`src/inc/nmt_pkg.sv`:
```
// constants and types for the network management slave
package nmt_pkg;
    // ------------------------------------------------------------
    // frame identifiers (function code bases)
    // ------------------------------------------------------------
    localparam logic [10:0] ID_NMT = 11'h000;
    localparam logic [10:0] ID_SYNC = 11'h080;
    localparam logic [10:0] BASE_EMCY = 11'h080;
    localparam logic [10:0] BASE_TPDO1 = 11'h180;
    localparam logic [10:0] BASE_RPDO1 = 11'h200;
    localparam logic [10:0] BASE_TPDO2 = 11'h280;
    localparam logic [10:0] BASE_RPDO2 = 11'h300;
    localparam logic [10:0] BASE_TPDO3 = 11'h380;
    localparam logic [10:0] BASE_RPDO3 = 11'h400;
    localparam logic [10:0] BASE_TPDO4 = 11'h480;
    localparam logic [10:0] BASE_RPDO4 = 11'h500;
    localparam logic [10:0] BASE_SDO_TX = 11'h580;
    localparam logic [10:0] BASE_SDO_RX = 11'h600;
    localparam logic [10:0] BASE_BOOT = 11'h700;
    // ------------------------------------------------------------
    // management frame layout
    // ------------------------------------------------------------
    localparam logic [3:0] NMT_LEN = 4'h2;
    localparam logic [7:0] CMD_START = 8'h01;
    localparam logic [7:0] CMD_STOP = 8'h02;
    localparam logic [7:0] CMD_PREOP = 8'h80;
    localparam logic [7:0] CMD_RST_NODE = 8'h81;
    localparam logic [7:0] CMD_RST_COMM = 8'h82;
    localparam logic [7:0] NODE_ALL = 8'h00;
    localparam logic [6:0] NODE_MIN = 7'h01;
    // ------------------------------------------------------------
    // reset values and counts
    // ------------------------------------------------------------
    localparam logic [3:0] INIT_CYCLES = 4'h4;
    localparam logic [3:0] RST_PULSE_CYCLES = 4'h4;
    localparam logic [7:0] STATE_CODE_INIT = 8'h00;
    localparam logic [7:0] STATE_CODE_STOP = 8'h04;
    localparam logic [7:0] STATE_CODE_OPER = 8'h05;
    localparam logic [7:0] STATE_CODE_PREOP = 8'h7F;

    typedef enum logic [1:0] {
        ST_INIT = 2'b00,
        ST_PREOP = 2'b01,
        ST_OPER = 2'b11,
        ST_STOP = 2'b10
    } nmt_state_e;

    typedef enum logic [3:0] {
        SVC_NONE = 4'h0,
        SVC_NMT = 4'h1,
        SVC_SYNC = 4'h2,
        SVC_EMCY = 4'h3,
        SVC_PDO = 4'h4,
        SVC_SDO = 4'h5,
        SVC_BOOT = 4'h6
    } service_e;
endpackage : nmt_pkg

```
`src/core/id_classifier.sv`:
```
// maps an 11-bit identifier to a service relative to the node id
module id_classifier
    import nmt_pkg::*;
(
    // frame identity
    input wire logic [10:0] can_id,
    input wire logic [6:0] node_id,
    // classification
    output service_e service,
    output logic [1:0] pdo_index,
    output logic pdo_is_tx
);
    logic [10:0] nid;

    always_comb begin
        nid = {4'h0, node_id};
        service = SVC_NONE;
        pdo_index = 2'b00;
        pdo_is_tx = 1'b0;
        if (can_id == ID_NMT) begin
            service = SVC_NMT;
        end else if (can_id == ID_SYNC) begin
            service = SVC_SYNC;
        end else if (can_id == BASE_EMCY + nid) begin
            service = SVC_EMCY;
        end else if (can_id == BASE_RPDO1 + nid) begin
            service = SVC_PDO;
            pdo_index = 2'd0;
        end else if (can_id == BASE_RPDO2 + nid) begin
            service = SVC_PDO;
            pdo_index = 2'd1;
        end else if (can_id == BASE_RPDO3 + nid) begin
            service = SVC_PDO;
            pdo_index = 2'd2;
        end else if (can_id == BASE_RPDO4 + nid) begin
            service = SVC_PDO;
            pdo_index = 2'd3;
        end else if (can_id == BASE_TPDO1 + nid || can_id == BASE_TPDO2 + nid ||
                     can_id == BASE_TPDO3 + nid || can_id == BASE_TPDO4 + nid) begin
            service = SVC_PDO;
            pdo_is_tx = 1'b1;
            pdo_index = 2'(can_id[9:8] - 2'd1);
        end else if (can_id == BASE_SDO_RX + nid) begin
            service = SVC_SDO;
        end else if (can_id == BASE_BOOT + nid) begin
            service = SVC_BOOT;
        end
    end
endmodule : id_classifier

```
`src/core/nmt_slave.sv`:
```
// network management slave: frame sorting, command decode, state machine
// Overview of operation
// only standard 11-bit identifiers handled
// payload values ordered least significant byte first
// process data at 180..500 plus node
// service data in 600, out 580 plus node
// management id zero, two bytes: command, node
// node identifier lies in 1 to 127
// decode 01,02,80,81,82 command bytes
// target zero means broadcast, always execute; the code ignores every command while in init
// nonzero target executes only on match
// init only at power-on or reset commands
// init ends in pre-operational without command
// node reset whole; comm reset communication only
// services gated per state
// stopped: only management commands honoured
// one management master; device is slave
// emergency sent on 80 plus node
// bad length or command silently dropped
module nmt_slave
    import nmt_pkg::*;
(
    // clock and reset
    input wire logic sys_clk,
    input wire logic rstn,
    // configuration
    input wire logic [6:0] node_id,
    // received frame from the bit-level controller
    input wire logic rx_valid,
    input wire logic rx_ide,
    input wire logic [10:0] rx_id,
    input wire logic [3:0] rx_dlc,
    input wire logic [7:0] rx_byte0,
    input wire logic [7:0] rx_byte1,
    // emergency request from error handling
    input wire logic emcy_req,
    // delivered frames
    output logic pdo_rx_strobe,
    output logic [1:0] pdo_rx_index,
    output logic sdo_rx_strobe,
    output logic sync_strobe,
    // transmit permissions and identifiers
    output logic pdo_tx_enable,
    output logic sdo_tx_enable,
    output logic [10:0] sdo_tx_id,
    output logic emcy_tx_strobe,
    output logic [10:0] emcy_tx_id,
    output logic boot_tx_strobe,
    output logic [10:0] boot_tx_id,
    // state and resets
    output logic [1:0] nmt_state,
    output logic [7:0] state_code,
    output logic node_reset,
    output logic comm_reset,
    output logic node_id_error
);
    // ------------------------------------------------------------
    // identifier classification
    // ------------------------------------------------------------
    service_e svc;
    logic [1:0] pdo_idx;
    logic pdo_tx;
    logic [10:0] nid;

    id_classifier u_class (
        .can_id(rx_id),
        .node_id(node_id),
        .service(svc),
        .pdo_index(pdo_idx),
        .pdo_is_tx(pdo_tx)
    );

    assign nid = {4'h0, node_id};

    // ------------------------------------------------------------
    // command decode
    // ------------------------------------------------------------
    logic id_ok;
    logic frame_std;
    logic nmt_frame;
    logic cmd_known;
    logic addressed;
    logic cmd_take;

    always_comb begin
        id_ok = (node_id >= NODE_MIN);
        frame_std = rx_valid && !rx_ide;
        nmt_frame = frame_std && (svc == SVC_NMT) && (rx_dlc == NMT_LEN);
        cmd_known = (rx_byte0 == CMD_START) || (rx_byte0 == CMD_STOP) || (rx_byte0 == CMD_PREOP) ||
                    (rx_byte0 == CMD_RST_NODE) || (rx_byte0 == CMD_RST_COMM);
        addressed = (rx_byte1 == NODE_ALL)
                    || (id_ok && rx_byte1 == {1'b0, node_id});
        cmd_take = nmt_frame && cmd_known && addressed;
    end

    // ------------------------------------------------------------
    // state machine
    // ------------------------------------------------------------
    nmt_state_e state;
    nmt_state_e next_state;
    logic [3:0] init_cnt;
    logic [3:0] next_init_cnt;
    logic [3:0] rst_cnt;
    logic [3:0] next_rst_cnt;
    logic rst_is_node;
    logic next_rst_is_node;
    logic boot_due;

    always_comb begin
        next_state = state;
        next_init_cnt = init_cnt;
        next_rst_cnt = (rst_cnt != 4'h0) ? 4'(rst_cnt - 4'h1) : 4'h0;
        next_rst_is_node = rst_is_node;
        boot_due = 1'b0;
        case (state)
            ST_INIT: begin
                if (rst_cnt == 4'h0 && id_ok) begin
                    if (init_cnt == INIT_CYCLES) begin
                        next_state = ST_PREOP;
                        boot_due = 1'b1;
                        next_init_cnt = 4'h0;
                    end else begin
                        next_init_cnt = 4'(init_cnt + 4'h1);
                    end
                end
            end
            ST_PREOP, ST_OPER, ST_STOP: begin
                if (cmd_take) begin
                    case (rx_byte0)
                        CMD_START: next_state = ST_OPER;
                        CMD_STOP: next_state = ST_STOP;
                        CMD_PREOP: next_state = ST_PREOP;
                        CMD_RST_NODE, CMD_RST_COMM: begin
                            next_state = ST_INIT;
                            next_init_cnt = 4'h0;
                            next_rst_cnt = RST_PULSE_CYCLES;
                            next_rst_is_node = (rx_byte0 == CMD_RST_NODE);
                        end
                        default: next_state = state;
                    endcase
                end
            end
            default: next_state = ST_INIT;
        endcase
    end

    always_ff @(posedge sys_clk or negedge rstn) begin
        if (!rstn) begin
            state <= ST_INIT;
            init_cnt <= 4'h0;
            rst_cnt <= 4'h0;
            rst_is_node <= 1'b0;
        end else begin
            state <= next_state;
            init_cnt <= next_init_cnt;
            rst_cnt <= next_rst_cnt;
            rst_is_node <= next_rst_is_node;
        end
    end

    // ------------------------------------------------------------
    // service gating and outputs
    // ------------------------------------------------------------
    logic is_oper;
    logic is_comm;
    logic [7:0] next_code;
    logic next_pdo_rx;
    logic next_sdo_rx;
    logic next_sync;
    logic next_emcy;

    always_comb begin
        is_oper = (state == ST_OPER);
        is_comm = (state == ST_OPER) || (state == ST_PREOP);
        next_pdo_rx = frame_std && svc == SVC_PDO && !pdo_tx && is_oper;
        next_sdo_rx = frame_std && svc == SVC_SDO && is_comm;
        next_sync = frame_std && svc == SVC_SYNC && is_comm;
        next_emcy = emcy_req && is_comm;
        case (state)
            ST_INIT: next_code = STATE_CODE_INIT;
            ST_PREOP: next_code = STATE_CODE_PREOP;
            ST_OPER: next_code = STATE_CODE_OPER;
            ST_STOP: next_code = STATE_CODE_STOP;
            default: next_code = STATE_CODE_INIT;
        endcase
    end

    always_ff @(posedge sys_clk or negedge rstn) begin
        if (!rstn) begin
            pdo_rx_strobe <= 1'b0;
            pdo_rx_index <= 2'b00;
            sdo_rx_strobe <= 1'b0;
            sync_strobe <= 1'b0;
            pdo_tx_enable <= 1'b0;
            sdo_tx_enable <= 1'b0;
            sdo_tx_id <= 11'h000;
            emcy_tx_strobe <= 1'b0;
            emcy_tx_id <= 11'h000;
            boot_tx_strobe <= 1'b0;
            boot_tx_id <= 11'h000;
            nmt_state <= ST_INIT;
            state_code <= STATE_CODE_INIT;
            node_reset <= 1'b0;
            comm_reset <= 1'b0;
            node_id_error <= 1'b0;
        end else begin
            pdo_rx_strobe <= next_pdo_rx;
            pdo_rx_index <= pdo_idx;
            sdo_rx_strobe <= next_sdo_rx;
            sync_strobe <= next_sync;
            pdo_tx_enable <= (next_state == ST_OPER);
            sdo_tx_enable <= (next_state == ST_OPER) || (next_state == ST_PREOP);
            sdo_tx_id <= 11'(BASE_SDO_TX + nid);
            emcy_tx_strobe <= next_emcy;
            emcy_tx_id <= 11'(BASE_EMCY + nid);
            boot_tx_strobe <= boot_due;
            boot_tx_id <= 11'(BASE_BOOT + nid);
            nmt_state <= next_state;
            state_code <= next_code;
            node_reset <= (next_rst_cnt != 4'h0) && next_rst_is_node;
            comm_reset <= (next_rst_cnt != 4'h0) && !next_rst_is_node;
            node_id_error <= !id_ok;
        end
    end
endmodule : nmt_slave

```
`config.mk`:
```
export PLATFORM = sky130hd
export DESIGN_NAME = nmt_slave
export DESIGN_NICKNAME = d
export VERILOG_FILES = /design/src/inc/nmt_pkg.sv /design/src/core/id_classifier.sv /design/src/core/nmt_slave.sv
export SDC_FILE = /design/constraint.sdc
export NUM_CORES = 1
export LEC_CHECK = 0
export BUFFER_PORTS_ARGS = -buffer_cell sky130_fd_sc_hd__buf_2
export CORE_AREA = 3 3 82 84
export CTS_BUF_LIST = sky130_fd_sc_hd__clkbuf_8 sky130_fd_sc_hd__clkbuf_16
export DETAILED_ROUTE_END_ITERATION = 7
export DIE_AREA = 0 0 85 87
export SLEW_MARGIN = 0
export SYNTH_ARGS = -nofsm -noshare
export SYNTH_HDL_FRONTEND = slang
export SYNTH_SLANG_ARGS = --single-unit
export TNS_END_PERCENT = 1
```
`constraint.sdc`:
```
create_clock -name sys_clk -period 4.6 [get_ports sys_clk]
set_clock_uncertainty 0.05 [all_clocks]
set_input_delay 0.92 -clock sys_clk [delete_from_list [all_inputs] [get_ports sys_clk]]
set_output_delay 0.92 -clock sys_clk [all_outputs]
set_load 0.02 [all_outputs]
```
; Word level (Yosys, flattened, before mapping)
; Index checks and enable logic that the tools add are counted.
[classes]
addsub = 15
magnitude_cmp = 1
n_eq_ne = 32
muxes = 47
reduce_logical = 40
[op_table]
columns = operator, count
row1 = $eq A11 B11 Y1, 11
row2 = $mux W4, 17
row3 = $add A10 B7 Y11 const A, 4
row4 = $add A11 B7 Y11 const A, 4
row5 = $pmux W8 S4, 1
row6 = $eq A8 B8 Y1 const B, 3
row7 = $mux W2, 11
row8 = $logic_and A1 B1 Y1, 17
row9 = $mux W1, 14
row10 = $eq A4 B3 Y1 const B, 3
row11 = $add A10 B8 Y11 const A, 1
row12 = $eq A11 B8 Y1 const B, 1
row13 = $logic_not A11 Y1, 1
row14 = $add A9 B7 Y10 const A, 1
row15 = $add A9 B8 Y10 const A, 1
row16 = $logic_or A1 B1 Y1, 10
row17 = $add A8 B7 Y9 const A, 1
row18 = $eq A4 B2 Y1 const B, 2
row19 = $eq A8 B1 Y1 const B, 1
row20 = $eq A8 B2 Y1 const B, 1
row21 = $eq A8 B7 Y1, 1
row22 = $logic_not A8 Y1, 1
row23 = $pmux W2 S4, 1
row24 = $pmux W4 S2, 1
row25 = other kinds (17), 26
[word_totals]
regBits = 64
input_bits = 43
output_inout_bits = 55
word_cells = 154

; Longest topological paths before layout
[logic_depth]
ltp_word = 22
depth_mapped = 7
mapped_depth_nobuf = 7

; Hierarchy
; Synthesis repeated with hierarchy kept, for this count alone.
[unflattened]
hier_cells = 217
hier_area_um2 = 2155.8
[modules_own_cells]
columns = mod, instances, cells_each, area_per_inst_um2, seq_area_each_um2
row1 = nmt_slave, 1, 163, 1716.6, 850.8
row2 = id_classifier, 1, 54, 439.2, 0.0

; Worst setup path after synthesis
; Ideal clock, no wire load.
[synth_path]
path_type = input-to-reg
start = input port rx_id[8]
end = register init_cnt[2]
setup_time_ns = 0.140
arrival_ns = 2.499
t_required_ns = 4.410
setup_slack_ns = 1.910
cell_stages = 7
path_buffers = 0
cell_sequence = inv_1 -> ha_1 -> nor2b_1 -> nand3_1 -> or4_4 -> nor3_4 -> o32ai_1
[synth_between]
elab_chain_len = 19
elab_cells_between_ends = 33
cone_classes = 14 x eq/ne / 10 x mux / 9 x reduce/logical
[synth_rtl]
columns = element, line
row1 = start: declaration, nmt_slave.sv:31  ; input wire logic [10:0] rx_id,
row2 = $eq A11 B11 Y1, id_classifier.sv:38  ; end else if (can_id == BASE_TPDO1 + nid || can_id == BASE_TPDO2 + nid ||
row3 = $logic_or A1 B1 Y1 (2 in series), id_classifier.sv:38
row4 = $logic_or A1 B1 Y1, id_classifier.sv:39  ; can_id == BASE_TPDO3 + nid || can_id == BASE_TPDO4 + nid) begin
row5 = $mux W4, id_classifier.sv:38
row6 = $mux W4, id_classifier.sv:35  ; end else if (can_id == BASE_RPDO4 + nid) begin
row7 = $mux W4, id_classifier.sv:32  ; end else if (can_id == BASE_RPDO3 + nid) begin
row8 = $mux W4, id_classifier.sv:29  ; end else if (can_id == BASE_RPDO2 + nid) begin
row9 = $mux W4, id_classifier.sv:26  ; end else if (can_id == BASE_RPDO1 + nid) begin
row10 = $mux W4, id_classifier.sv:24  ; end else if (can_id == BASE_EMCY + nid) begin
row11 = $mux W4, id_classifier.sv:22  ; end else if (can_id == ID_SYNC) begin
row12 = $mux W4 *, id_classifier.sv:20  ; if (can_id == ID_NMT) begin
row13 = $eq A4 B1 Y1 *, nmt_slave.sv:88  ; nmt_frame = frame_std && (svc == SVC_NMT) && (rx_dlc == NMT_LEN);
row14 = $logic_and A1 B1 Y1 * (2 in series), nmt_slave.sv:88
row15 = $logic_and A1 B1 Y1 * (2 in series), nmt_slave.sv:93  ; cmd_take = nmt_frame && cmd_known && addressed;
row16 = $ne A2 B2 Y1 (no line) *, n/a
row17 = $reduce_and A3 Y1 (no line) *, n/a
row18 = end signal: assignment, nmt_slave.sv:155  ; init_cnt <= next_init_cnt;
row19 = end: declaration, nmt_slave.sv:101  ; logic [3:0] init_cnt;
; Mark *: on every way between the ends. The rest lies on a longest branch, timed or not.
; A chain may end at the register's enable or synchronous reset.

; Worst setup path in the final report
; Ends and elaborated chain as after synthesis.

==> run metrics <==
status=complete, no violations; PostCTS Resize Cnt=0; vias in the first global route=1577; die area=0.00740 mm2; antenna-violating nets left=0; critical path class=input pin to flip-flop; Layout Cells excl Fill=368; vias per cell=about 4.9; Power per Cell Area=242 mW/mm2; die height=roughly 87 um; Mean Syn Cell Area=a little over 9 um2; Hold Crit Class=flip-flop to flip-flop; worst slew pin tran=0.764 ns; Max Freq=0.358 GHz; post-CTS setup buffers=0; top cell type's share of synthesized area=39.4%; FF-to-FF Start=nmt_state[0]; Slew Limit Fails=0; crit path time final=2.79 ns; Setup-failing EPs final=0; Tot GR Track Use=between 10% and 20%; Max-Cap Viols=0; largest net degree at the start of global routing=34; Placer Congestion=0.845; Worst-path clk slew=approximately 0.060 ns; hold_buf cts=0; Worst-Skew Late Latency=between 0.2 and 0.3 ns; Setup WS pre-CTS=between 1.5 and 2 ns; Yosys cell types=48; final WL=between 4000 and 5000 um; CP endpoint kind=flip-flop; nets@finish=~340; Final WS setup=between 1.5 and 2 ns; # IOs=just under 100; Final TNS setup=0 ns; largest cells by area after synthesis=dfrtp_1 39%, buf_4 11%, xor2_1 5.0%; Synth area leader=dfrtp_1; placed cells=360; Yosys warning total=0; Tcrit/Tclk final=approximately three fifths; RSZ-0062 raised after global routing=no; first-pass GRT wire length=approximately 7300 um; layout cells sized above 1=~37%; hold path start=rst_cnt[0]; starting density of the core=roughly a third; CTS tree=built; asr flop ratio synth=100%; CTS max path bufs=2; Rows=28; Mapped Cells=between 200 and 250; n_diodes=0; Register Area=approximately 830 um2; Detail Placement HPWL=roughly 3800 um; port bufs=slightly above 90; CP required=4.69 ns; H-tree Lvls=2; DRC=0; via count=between 1500 and 2000; FF-to-FF End=pdo_rx_strobe; drt wl/cell=12.7 um; initial antenna violation count=0; R2R setup slack=approximately 2.6 ns; Final Hold Viols=0; critical path depth=8; Sink Count=33; clk root buf=clkbuf_8; Worst Hold Path EP=rst_cnt[0]; crit-path cells=buf_2 -> inv_1 -> ha_1 -> nor2b_1 -> nand3_1 -> or4_4 -> nor3_4 -> o32ai_1; Seq/Total Area, Yosys=39.4%; Syn Std Cell Area=between 0.002 and 0.0025 mm2; width of the chip=85 um; Static Leak=around 1.2 nW; CP top delay family=simple AND/OR/NAND/NOR gates; hold depth=1; Pre-antenna DRT Iters=4; slowest cell on the critical path=or4_4; Area Overhead vs Synth=18.5%; CTS Buf Count=5; VDD IR-drop max=about 0.12 mV; critical path startpoint category=input pin; total gr overflow=0; Crit path buffers/inverters=2; worst-path fanout max=8; Synth Register Bits=33; # fillers=approximately 600; critical path arrival=2.88 ns; area of the multi-input gates=just under 0.001 mm2; dominant register cell in the synthesized netlist=dfrtp_1; worst reg-to-reg path cell count=5; Rel. slew slack=between 40 and 50%; Core ar.=0.00599 mm2; Initial DRC Count=70; Post-synth EDFFs=0; crit-path max cell delay=between 0.6 and 0.7 ns
## cells in the final DEF, fill, tap and decap left out, drive strengths merged, types with 2 or more instances in the layout
master    n
clkinv    2
nor4b     2
a31oi     2
mux2i     2
nand3     9
clkbuf    5
nor2b     2
o22ai     2
xnor2     4
xor2     12
or4       3
ha        6
a21oi     9
or2       2
nor2     14
nand2    10
nand2b    2
o2111ai   2
buf      91
conb      7
nor4      8
nand3b    3
nor3     11
or3       3
inv      13
o21ai    10
o31ai     4
nor3b     3
o211ai    4
dfrtp    33
## cells in the mapped netlist, types with 2 or more instances
cell       instances
o22ai_1            2
inv_1             12
or4_1              2
or3_1              3
nor2_1            14
nor3b_1            3
nor4_1             7
o2111ai_1          2
mux2i_1            2
nand2b_1           2
xor2_1            12
clkbuf_1           5
o211ai_1           4
nor2b_1            2
nor4b_1            2
nor3_1             9
xnor2_1            4
or2_2              2
buf_4             31
o21ai_0            9
nand3b_1           3
a21oi_1            9
a31oi_1            2
conb_1             2
o31ai_1            4
ha_1               6
dfrtp_1           33
nand3_1            9
nand2_1           10
## kinds of logic after synthesis
logic type | synth area share, %
and+or+nand+nor | 22.5
buffers and inverters | 14.7
AOI/OAI and AO/OA | 11.9
DFF | 39.4
xor gates and xnor gates | 6.68
adders and majority gates | 3.58
other | 0.358
muxes | 0.954
## state kept, by name, summed over array words and instances (netlist names)
register        flops
node_reset          1
pdo_rx_strobe       1
node_id_error       1
pdo_rx_index        2
nmt_state           2
state_code          3
rst_is_node         1
emcy_tx_id          7
init_cnt            4
pdo_tx_enable       1
sync_strobe         1
sdo_rx_strobe       1
comm_reset          1
rst_cnt             4
boot_tx_id          1
emcy_tx_strobe      1
boot_tx_strobe      1
## per-layer routing
metal	share of wire (%)	vias to the layer above	wire, um	track usage (%)
li1	-	893	-	-
met1	42	825	1970	15.4
met2	50	70	2320	20.7
met3	7.1	5	335	2.65
met4	1.3	0	63	4.32
met5	0	-	0	0
## final cells by class
class	instances	area share, %
Clock buffer	5	2.77
Clock inverter	3	0.554
Inverter	12	1.81
Multi-Input combinational cell	149	39.6
Sequential cell	33	33.2
Tap cell	75	3.77
Timing Repair Buffer	91	18.3
## stage by stage
stage	cell area (um2)	hold WS [ns]	util (%)	total power, mW
final	2490	0.436	41.5	0.601
after global routing	2490	0.486	41.5	0.633
after CTS	2490	0.437	41.5	0.611
after detailed placement	2400	0.432	40.1	0.407
after global placement	2400	0.431	40.1	0.406
after floorplan	2120	0.402	-	0.374
## how the worst max path moves through the flow
| stage | startpoint | endpoint |
|---|---|---|
| 5_1_grt | rx_id[8] | init_cnt[2] |
| 3_3_place_gp | rx_id[8] | init_cnt[2] |
| 6_report | rx_id[8] | init_cnt[2] |
| 4_1_cts | rx_id[8] | init_cnt[2] |
| 3_5_place_dp | rx_id[8] | init_cnt[2] |
| 2_1_floorplan | rx_id[8] | init_cnt[2] |
## where the power goes
part	total (mW)	leakage (nW)	internal, mW	switching, mW
logic	0.104	0.748	0.0391	0.0646
registers	0.297	0.414	0.294	0.00244
clock network	0.201	0.0491	0.102	0.0982
total	0.601	1.21	0.436	0.165
No activity file was read; power rests on OpenSTA's default activity.
